File: config.mk
export PLATFORM = sky130hd
export DESIGN_NAME = gpb_port
export DESIGN_NICKNAME = d
export VERILOG_FILES = /design/src/rtl/gpb_pkg.sv /design/src/rtl/gpb_port.sv /design/src/rtl/gpb_sync.sv
export SDC_FILE = /design/constraint.sdc
export NUM_CORES = 1
export LEC_CHECK = 0
export ABC_CLOCK_PERIOD_IN_PS = 1850
export BUFFER_PORTS_ARGS = -buffer_cell sky130_fd_sc_hd__buf_4
export CAP_MARGIN = 20
export CORE_ASPECT_RATIO = 0.6
export CORE_UTILIZATION = 51
export CTS_CLUSTER_SIZE = 20
export DETAILED_ROUTE_END_ITERATION = 12
export GPL_TIMING_DRIVEN = 0
export PLACE_DENSITY = 0.85
export SLEW_MARGIN = 40
export SYNTH_ARGS = -nofsm -noshare
export SYNTH_HDL_FRONTEND = slang
export SYNTH_HIERARCHICAL = 1
export SYNTH_SLANG_ARGS = --single-unit
export TNS_END_PERCENT = 50
File: constraint.sdc
create_clock -name aclk -period 1.85 [get_ports aclk]
set_input_delay 0.0925 -clock aclk [delete_from_list [all_inputs] [get_ports aclk]]
set_output_delay 0.0925 -clock aclk [all_outputs]
set_load 0.03 [all_outputs]
File: src/rtl/gpb_pkg.sv
// constants and register map of the eight-bit general purpose port
// Operation
// - eight pins, each digital input or output
// - direction one: driver off, pin is input
// - direction zero: driver on, drives latch bit
// - data read gives pins, write updates latch
// - every data register write is read-modify-write into latch
// - direction controls drivers even in analog use
// - analog pins read zero digitally
// - per-pin weak pull-up with enable field
// - pull-up off whenever pin is output
// - global disable holds pull-ups off after reset
// - per-pin interrupt-on-change enable field
// - change interrupts disabled at reset
// - analog select forces digital reads to zero
// - analog select leaves digital output working
// - read-modify-write stores zero from analog output pins
// - analog select bits reset to analog mode
package gpb_pkg;
    localparam int GPB_W = 8;
    localparam logic [11:0] GPB_ADDR_DATA = 12'h000;
    localparam logic [11:0] GPB_ADDR_DIR = 12'h004;
    localparam logic [11:0] GPB_ADDR_LATCH = 12'h008;
    localparam logic [11:0] GPB_ADDR_PULLUP = 12'h00C;
    localparam logic [11:0] GPB_ADDR_GPD = 12'h010;
    localparam logic [11:0] GPB_ADDR_IOC = 12'h014;
    localparam logic [11:0] GPB_ADDR_ANALOG_SELECT_GENERIC = 12'h018;
    localparam logic [11:0] GPB_ADDR_STAT = 12'h01C;
    localparam logic [11:0] GPB_ADDR_MASK = 12'h020;
    localparam logic [7:0] GPB_RST_DIR = 8'hFF;
    localparam logic [7:0] GPB_RST_LATCH = 8'h00;
    localparam logic [7:0] GPB_RST_PULLUP = 8'h00;
    localparam logic GPB_RST_GPD = 1'h1;
    localparam logic [7:0] GPB_RST_IOC = 8'h00;
    localparam logic [7:0] GPB_RST_ANALOG_SELECT_GENERIC = 8'hFF;
    localparam logic [7:0] GPB_RST_MASK = 8'h00;
    localparam logic [1:0] GPB_RESP_OKAY = 2'h0;
    localparam logic [1:0] GPB_RESP_SLVERR = 2'h2;
endpackage

File: src/rtl/gpb_port.sv
// eight-bit general purpose port with axi4-lite registers
`timescale 1ns/10ps
`default_nettype none
module gpb_port
    import gpb_pkg::*;
(
    input wire logic aclk,
    input wire logic aresetn,
    input wire logic ce,
    input wire logic [11:0] s_axi_awaddr,
    input wire logic s_axi_awvalid,
    output logic s_axi_awready,
    input wire logic [31:0] s_axi_wdata,
    input wire logic [3:0] s_axi_wstrb,
    input wire logic s_axi_wvalid,
    output logic s_axi_wready,
    output logic [1:0] s_axi_bresp,
    output logic s_axi_bvalid,
    input wire logic s_axi_bready,
    input wire logic [11:0] s_axi_araddr,
    input wire logic s_axi_arvalid,
    output logic s_axi_arready,
    output logic [31:0] s_axi_rdata,
    output logic [1:0] s_axi_rresp,
    output logic s_axi_rvalid,
    input wire logic s_axi_rready,
    input wire logic [GPB_W-1:0] pin_in,
    output logic [GPB_W-1:0] pin_out,
    output logic [GPB_W-1:0] pin_oe,
    output logic [GPB_W-1:0] pullup_on,
    output logic [GPB_W-1:0] analog_en,
    output logic irq
);
    typedef struct packed {
        logic awr;
        logic wr;
        logic [11:0] awaddr;
        logic [31:0] wdata;
        logic [3:0] wstrb;
        logic got_aw;
        logic got_w;
        logic bvalid;
        logic [1:0] bresp;
        logic arr;
        logic rvalid;
        logic [31:0] rdata;
        logic [1:0] rresp;
        logic [GPB_W-1:0] pin_direction;
        logic [GPB_W-1:0] output_latch;
        logic [GPB_W-1:0] pullup_enable;
        logic global_pullup_disable;
        logic [GPB_W-1:0] change_irq_enable;
        logic [GPB_W-1:0] analog_select;
        logic [GPB_W-1:0] stat;
        logic [GPB_W-1:0] mask;
        logic [GPB_W-1:0] prev_read;
        logic [GPB_W-1:0] pin_out;
        logic [GPB_W-1:0] pin_oe;
        logic [GPB_W-1:0] pullup_on;
        logic irq;
    } gpb_st_t;

    gpb_st_t st_q;
    gpb_st_t st_d;
    logic [GPB_W-1:0] pin_level;
    logic [GPB_W-1:0] port_pin_data;
    logic [GPB_W-1:0] chg;

    // pins enter through the synchroniser
    gpb_sync u_sync (
        .aclk(aclk),
        .aresetn(aresetn),
        .ce(ce),
        .pin_async(pin_in),
        .pin_level(pin_level)
    );

    // analog pins read as zero digitally
    assign port_pin_data = pin_level & ~st_q.analog_select;
    assign chg = (port_pin_data ^ st_q.prev_read) & st_q.change_irq_enable;

    function automatic logic [GPB_W-1:0] merge8(input logic [GPB_W-1:0] old,
                                               input logic [31:0] wd,
                                               input logic [3:0] strb);
        merge8 = strb[0] ? wd[GPB_W-1:0] : old;
    endfunction

    always_comb begin
        logic [GPB_W-1:0] rmw;
        logic [GPB_W-1:0] clr;
        logic do_wr;
        logic [GPB_W-1:0] rd8;
        logic rd_ok;
        logic wr_ok;
        rmw = '0;
        clr = '0;
        do_wr = 1'b0;
        rd8 = '0;
        rd_ok = 1'b1;
        wr_ok = 1'b1;
        st_d = st_q;
        st_d.prev_read = port_pin_data;

        // write address and data, taken in either order
        st_d.awr = 1'b0;
        st_d.wr = 1'b0;
        if (!st_q.got_aw && !st_q.bvalid && !st_q.awr) begin
            st_d.awr = 1'b1;
        end
        if (!st_q.got_w && !st_q.bvalid && !st_q.wr) begin
            st_d.wr = 1'b1;
        end
        if (st_q.awr && s_axi_awvalid) begin
            st_d.awr = 1'b0;
            st_d.got_aw = 1'b1;
            st_d.awaddr = s_axi_awaddr;
        end
        if (st_q.wr && s_axi_wvalid) begin
            st_d.wr = 1'b0;
            st_d.got_w = 1'b1;
            st_d.wdata = s_axi_wdata;
            st_d.wstrb = s_axi_wstrb;
        end
        if (st_q.got_aw && st_q.got_w && !st_q.bvalid) begin
            do_wr = 1'b1;
            st_d.got_aw = 1'b0;
            st_d.got_w = 1'b0;
            st_d.bvalid = 1'b1;
        end
        if (st_q.bvalid && s_axi_bready) begin
            st_d.bvalid = 1'b0;
        end

        // change events are sticky; hardware set wins over clear
        if (do_wr) begin
            case (st_q.awaddr)
                GPB_ADDR_DATA: begin
                    // sample pins, change selected bits, store latch
                    rmw = port_pin_data;
                    st_d.output_latch = merge8(rmw, st_q.wdata, st_q.wstrb);
                end
                GPB_ADDR_DIR: st_d.pin_direction = merge8(st_q.pin_direction, st_q.wdata,
                                                          st_q.wstrb);
                GPB_ADDR_LATCH: st_d.output_latch = merge8(st_q.output_latch, st_q.wdata,
                                                           st_q.wstrb);
                GPB_ADDR_PULLUP: st_d.pullup_enable = merge8(st_q.pullup_enable, st_q.wdata,
                                                             st_q.wstrb);
                GPB_ADDR_GPD: begin
                    if (st_q.wstrb[0]) begin
                        st_d.global_pullup_disable = st_q.wdata[0];
                    end
                end
                GPB_ADDR_IOC: st_d.change_irq_enable = merge8(st_q.change_irq_enable,
                                                              st_q.wdata, st_q.wstrb);
                GPB_ADDR_ANALOG_SELECT_GENERIC: st_d.analog_select = merge8(st_q.analog_select, st_q.wdata,
                                                            st_q.wstrb);
                GPB_ADDR_STAT: begin
                    if (st_q.wstrb[0]) begin
                        clr = st_q.wdata[GPB_W-1:0];
                    end
                end
                GPB_ADDR_MASK: st_d.mask = merge8(st_q.mask, st_q.wdata, st_q.wstrb);
                default: wr_ok = 1'b0;
            endcase
            st_d.bresp = wr_ok ? GPB_RESP_OKAY : GPB_RESP_SLVERR;
        end
        st_d.stat = (st_q.stat & ~clr) | chg;

        // read channel
        st_d.arr = !st_q.rvalid && !st_q.arr;
        if (st_q.arr && s_axi_arvalid) begin
            st_d.arr = 1'b0;
            case (s_axi_araddr)
                GPB_ADDR_DATA: rd8 = port_pin_data;
                GPB_ADDR_DIR: rd8 = st_q.pin_direction;
                GPB_ADDR_LATCH: rd8 = st_q.output_latch;
                GPB_ADDR_PULLUP: rd8 = st_q.pullup_enable;
                GPB_ADDR_GPD: rd8 = {{(GPB_W-1){1'b0}}, st_q.global_pullup_disable};
                GPB_ADDR_IOC: rd8 = st_q.change_irq_enable;
                GPB_ADDR_ANALOG_SELECT_GENERIC: rd8 = st_q.analog_select;
                GPB_ADDR_STAT: rd8 = st_q.stat;
                GPB_ADDR_MASK: rd8 = st_q.mask;
                default: rd_ok = 1'b0;
            endcase
            st_d.rvalid = 1'b1;
            st_d.rdata = {24'h000000, rd8};
            st_d.rresp = rd_ok ? GPB_RESP_OKAY : GPB_RESP_SLVERR;
        end else if (st_q.rvalid && s_axi_rready) begin
            st_d.rvalid = 1'b0;
        end

        // drivers follow direction at all times, analog or not
        st_d.pin_oe = ~st_d.pin_direction;
        st_d.pin_out = st_d.output_latch;
        // pull-up only on inputs and when not globally disabled
        st_d.pullup_on = st_d.global_pullup_disable ? '0
                       : (st_d.pullup_enable & st_d.pin_direction);
        st_d.irq = |(st_d.stat & st_d.mask);
    end

    always_ff @(posedge aclk) begin
        if (!aresetn) begin
            st_q <= '0;
            st_q.pin_direction <= GPB_RST_DIR;
            st_q.output_latch <= GPB_RST_LATCH;
            st_q.pullup_enable <= GPB_RST_PULLUP;
            st_q.global_pullup_disable <= GPB_RST_GPD;
            st_q.change_irq_enable <= GPB_RST_IOC;
            st_q.analog_select <= GPB_RST_ANALOG_SELECT_GENERIC;
            st_q.mask <= GPB_RST_MASK;
            st_q.bresp <= GPB_RESP_OKAY;
            st_q.rresp <= GPB_RESP_OKAY;
        end else if (ce) begin
            st_q <= st_d;
        end
    end

    assign s_axi_awready = st_q.awr;
    assign s_axi_wready = st_q.wr;
    assign s_axi_bvalid = st_q.bvalid;
    assign s_axi_bresp = st_q.bresp;
    assign s_axi_arready = st_q.arr;
    assign s_axi_rvalid = st_q.rvalid;
    assign s_axi_rdata = st_q.rdata;
    assign s_axi_rresp = st_q.rresp;
    assign pin_out = st_q.pin_out;
    assign pin_oe = st_q.pin_oe;
    assign pullup_on = st_q.pullup_on;
    assign analog_en = st_q.analog_select; // analog functions may use pin
    assign irq = st_q.irq;
endmodule
`default_nettype wire

File: src/rtl/gpb_sync.sv
// three-stage pin synchroniser with agreement filter
`timescale 1ns/10ps
`default_nettype none
module gpb_sync
    import gpb_pkg::*;
(
    input wire logic aclk,
    input wire logic aresetn,
    input wire logic ce,
    input wire logic [GPB_W-1:0] pin_async,
    output logic [GPB_W-1:0] pin_level
);
    typedef struct packed {
        logic [GPB_W-1:0] s1;
        logic [GPB_W-1:0] s2;
        logic [GPB_W-1:0] s3;
        logic [GPB_W-1:0] lvl;
    } gpb_sync_st_t;
    gpb_sync_st_t st_q;
    gpb_sync_st_t st_d;

    always_comb begin
        st_d = st_q;
        st_d.s1 = pin_async;
        st_d.s2 = st_q.s1;
        st_d.s3 = st_q.s2;
        // change counts once stages two and three agree
        for (int i = 0; i < GPB_W; i++) begin
            if (st_q.s2[i] == st_q.s3[i]) begin
                st_d.lvl[i] = st_q.s3[i];
            end
        end
    end

    always_ff @(posedge aclk) begin
        if (!aresetn) begin
            st_q <= '0;
        end else if (ce) begin
            st_q <= st_d;
        end
    end

    assign pin_level = st_q.lvl;
endmodule
`default_nettype wire

**After elaboration in Yosys (flattened, before gate mapping)**

Index checks and enable logic that the tools add are counted.

- Equality and inequality tests: 25
- Mux-type cells: 40
- Bitwise gates (word level): 10
- Reduce and logical (&&, ||, !) cells: 48

Operators with widths:

| kind | count |
|---|---|
| 8-bit two-way mux | 17 |
| 12-bit by 5-bit == test with 1-bit output (second input constant) | 8 |
| 8-bit case mux with 9 select lines | 1 |
| 12-bit by 4-bit == test with 1-bit output (second input constant) | 4 |
| 41-bit two-way mux | 1 |
| 8-bit bitwise AND | 5 |
| 2-bit AND reduction | 16 |
| 12-bit by 3-bit == test with 1-bit output (second input constant) | 2 |
| 12-bit by 6-bit == test with 1-bit output (second input constant) | 2 |
| 12-bit zero test | 2 |
| 8-bit inverter | 3 |
| 9-bit OR reduction | 2 |
| 1-bit two-way mux | 17 |
| 8-bit case mux with 2 select lines | 1 |
| 1-bit logical AND | 12 |
| 4-bit AND reduction | 3 |
| 2-bit nonzero test | 5 |
| 1-bit == test | 8 |
| 8-bit OR | 1 |
| 8-bit OR reduction | 1 |
| 8-bit XOR | 1 |
| 1-bit zero test | 7 |
| 2-bit two-way mux | 2 |
| 3-bit two-way mux | 1 |
| 2-bit != test (second input constant) | 1 |

- Flip-flop bits (word level): 154
- Input bits: 76
- Output and inout bits: 74

**Depth between registers and ports, before layout**

- Word-level depth: 9
- Gate-level depth with buffers: 8

**By module**

Netlist, hierarchy kept.

Modules (own cells, without submodules):

| module | times used | cells an instance | area an instance (um2) | sequential area each (um2) |
|---|---|---|---|---|
| gpb_port | 1 | 752 | 6453.7 | 2402.3 |
| gpb_sync | 1 | 138 | 1462.7 | 640.6 |

**Worst setup path after synthesis**

OpenSTA, ideal clock, no wires.

- Kind: register to register
- Start: register st_q, in the netlist s_axi_bvalid
- End: register st_q, in the netlist analog_en[7]
- Arrival: 1.866 ns
- Slack: -0.145 ns
- Cell stages (with the launch flop): 7
- Path buffers: 0
- Clock period less this slack: 1.995 ns
- Cells stage by stage: dfxtp_1 -> and4b_1 -> nand3b_1 -> or2_4 -> nor4_4 -> mux2i_1 -> nand2_1

- Cells in the longest elaborated chain, start to end: 4

RTL lines:

| item | RTL line | source |
|---|---|---|
| from (decl) | gpb_port.sv:63 | `gpb_st_t st_q;` |
| from (signal assigned) | gpb_port.sv:214 | `st_q <= st_d;` |
| 1-bit zero test | gpb_port.sv:124 | `if (st_q.got_aw && st_q.got_w && !st_q.bvalid) begin` |
| 1-bit logical AND | gpb_port.sv:124 |  |
| 1-bit two-way mux | gpb_port.sv:124 |  |
| 4-bit AND reduction (no line) | - |  |

No other way between the ends.
A chain may end at the register's enable or synchronous reset.

**Final worst setup path**

- Start: register st_q[177] in the netlist's numbering
- End: register st_q, in the netlist pullup_on[6]

- Cells in the longest elaborated chain, start to end: 5
- Elaborated cells on any way between the ends: 9

RTL lines:

| item | RTL line | source |
|---|---|---|
| 12-bit by 4-bit == test with 1-bit output / 12-bit by 3-bit == test with 1-bit output (equally long branches) | gpb_port.sv:136 | `case (st_q.awaddr)` |
| 8-bit two-way mux | gpb_port.sv:136 |  |
| 41-bit two-way mux * | gpb_port.sv:135 | `if (do_wr) begin` |
| 8-bit bitwise AND | gpb_port.sv:197 | `: (st_d.pullup_enable & st_d.pin_direction);` |
| 8-bit two-way mux * | gpb_port.sv:196 | `st_d.pullup_on = st_d.global_pullup_disable ? '0` |

Mark *: on every way between the ends. The rest lies on a longest branch, timed or not. The select of a mux whose other input is x is not followed.

==> impl_metrics.ini <==
[sta]
finalMaxSlewViolations = 0
post-route-period-util_pct = 117
fmaxAchievable_ghz = 0.462
clock_skew_ns = 0.00992
hold_viol = 0
finalWorstSetupSlack_ns = -0.313
fin_hold_ws_ns = 0.0212
fin_crit_ns = 2.16
tightest_slew_ns = 0.890
slew_headroom_pct = 40.5
rsz0062_at_grt = yes
finalSetupViolCount = 65

[pwr]
ir_worst_vdd_mv = 0.467
netSwitchingFraction_pct = 25.7
combPwrFrac_pct = 10.2
power_leakage_nw = 4.40
switchingPower_w = 0.00193
clockPowerShare_pct = 45.2
p_int_w = 0.00558
power_density_nw_per_um2 = 719
power_w = 0.00751
seqPwrFrac_pct = 44.7

[floorplan]
dieArea_sq_um = 16000
initial_utilization_pct = 53.5
die_w_um = 163
io_pins = 150
core-area_sq_um = 14800
die_h_um = 98.5
fp-row-count = 34

[setup_path]
path_max_fanout = 8
arrival_ns = 2.49
rr_worst_depth = 7
worstSetupStartpointType = register
cp-end-kind = register
crit_required_ns = 2.18
crit_type = register to register

[clock_network]
cts.clk_slew.worst_paths_ns = 0.06
clk_latency_ns = 0.43
cts_buffers = 17
h-tree-depth = 4
clkSinkCount = 152
clk_path_buf_depth = 2
clockRootBuffer = clkbuf_16
cts_tree = yes

[placement]
dp_slack_ns = -0.537
io_buffer_count = 93
place_hpwl_um = 16900
gp_congestion = 1.04

[synthesis]
synthMuxAreaShare_pct = 12.1
synth_top_area_cell = dfxtp_1
synth-compound-area-share_pct = 15.0
synthTopCellsByArea = dfxtp_1 (38%), mux2i_1 (11%), buf_4 (7.4%), nand2_1 (6.1%), nor2b_1 (4.7%)
ys.flop_type = dfxtp_1
synth.most_common_cell = dfxtp_1
syn_area_sq_um = 7920
yosys_warnings = 6
synth_top_family_by_area = simple AND/OR/NAND/NOR gates
synth_xor_area_share_pct = 0.443
ys_seq_area_share_pct = 38.4
synth-simple-area-share_pct = 22.7
synth_cells = 890
async_reset_ff_share_pct = 0
netlist.area_leader.share_pct = 38.4
synth_edf_count = 0
synth_cell_types = 69
synth_adder_area_share_pct = 0
synth.avg_cell_area_sq_um = 8.89
synth_commonest_cells = dfxtp_1 (152), nand2_1 (129), mux2i_1 (88)
ys_ff_latch = 152

[grt]
track_usage_pct = 31.0
grt_start_max_net_pins = 17
grt_overflow = 0
grt_pass1_wl_um = 38100
antenna_found_initial = 0
grt_pass1_vias = 7031

[routing]
routed_wl_um = 25300
drc = 0
post_drt_wl_per_cell_um = 19.6
antenna_left = 0
first_iter_violations = 941
vias = 7509
drtPass1Iterations = 6
viasPerCell = 5.81

[worst_hold_path]
min_path_cells = 3
hp-class = primary input to register

[cells_and_area]
area_growth_pct = 31.8
nets = 1157
drive_above_1_share_pct = 30.5
fillers = 1111

[outcome]
violations = negative setup slack
outcome = finished with violations

[flow_run]
cap_violations = 0
## kinds of logic after synthesis
group | after synthesis
xor gates and xnor gates | 4
AOI/OAI and AO/OA | 165
other | 1
muxes | 94
buffers and inverters | 144
DFF | 152
and+or+nand+nor | 330
## layout make-up
type | count | area [sq um] | share of cell area (%)
antenna | 1 | 2.50 | 0.0240
buffer | 131 | 886 | 8.49
clock buffer | 19 | 453 | 4.34
clock inverter | 12 | 119 | 1.14
inverter | 13 | 51.3 | 0.492
multi-input combinational | 619 | 4370 | 41.9
sequential | 152 | 3060 | 29.3
tap | 198 | 248 | 2.37
timing repair buffer | 147 | 1250 | 12.0
## stage by stage
step                util, %  instances  cell area [sq um]  TNS [ns]
floorplan                 -        915               8030    -0.662
global placement       60.6       1206               8970    -20.68
detailed placement     60.7       1206               8990    -23.75
CTS                    68.8       1286              10200     -4.36
global route           70.5       1291              10400    -13.32
finish                 70.5       1292              10400    -10.06
## path summary, 6_finish.rpt
check / from / to / slack (ns)
worst min-delay path: s_axi_wdata[4] / st_q[139] / 0.02
worst max-delay path: st_q[177] / pullup_on[6] / -0.31
worst max register to register: st_q[177] / pullup_on[6] / -0.31
worst min register to register: s_axi_rdata[5] / s_axi_rdata[5] / 0.45
## power by group through the flow
stage | Sequential (W) | Combinational [W] | Clock [W]
6_report | 0.00335 | 0.000762 | 0.00339
5_1_grt | 0.00335 | 0.000801 | 0.00354
4_1_cts | 0.00335 | 0.000715 | 0.00340
3_5_place_dp | 0.00342 | 0.000639 | 0
3_3_place_gp | 0.00342 | 0.000626 | 0
2_1_floorplan | 0.00343 | 0.000423 | 0
## worst max-delay path, stage by stage (launching register included)
cell	delay [ns]
dfxtp_2	0.33
nor4_4	0.34
buf_4	0.22
nand2_8	0.09
nor4_4	0.23
mux2i_2	0.36
nand3_4	0.21
o31ai_1	0.29
## state kept, by name, indices dropped and copies added, names as in the netlist
signal / flops
analog_en: 8
irq: 1
pin_oe: 8
pin_out: 8
pullup_on: 8
s_axi_arready: 1
s_axi_awready: 1
s_axi_bresp: 1
s_axi_bvalid: 1
s_axi_rdata: 8
s_axi_rresp: 1
s_axi_rvalid: 1
s_axi_wready: 1
st_q: 72
u_sync/pin_level: 8
u_sync/st_d: 16
u_sync/st_q: 8
## cell usage in the layout, fill, tap and decap left out, drive strengths merged, types with 5 or more instances in the layout
cell,n
o21ai,26
o32ai,9
o31ai,9
nand2,132
nor2,52
mux2i,88
clkbuf,55
a22o,6
o22ai,15
a31oi,6
dlygate4sd3,29
inv,16
nor2b,67
a22oi,9
nor3b,5
dfxtp,152
clkinv,6
and2,5
nor4,10
buf,213
nand3,18
a21oi,29
mux2,5
a21boi,32
nor3,13
conb,26
## what timing repair did
| item | in CTS | in global routing |
|---|---|---|
| pin swaps | 22 | 20 |
| endpoints found under the hold margin | 36 | 0 |
| setup endpoints to repair | 73 | 78 |
| resized for setup | 44 | 52 |
| hold buffers | 29 | 0 |
| cloned | 2 | 2 |
| buffers inserted | 18 | 3 |
## metal layers
metal  vias up  wire [um]  GRT usage (%)
met5         -          0              0
met4         0        747           9.27
met3        86       3300           8.88
met2       502      10600           44.9
met1      3530      10600           44.3
li1       3391          -              -
(Power assumes the default switching activity.)
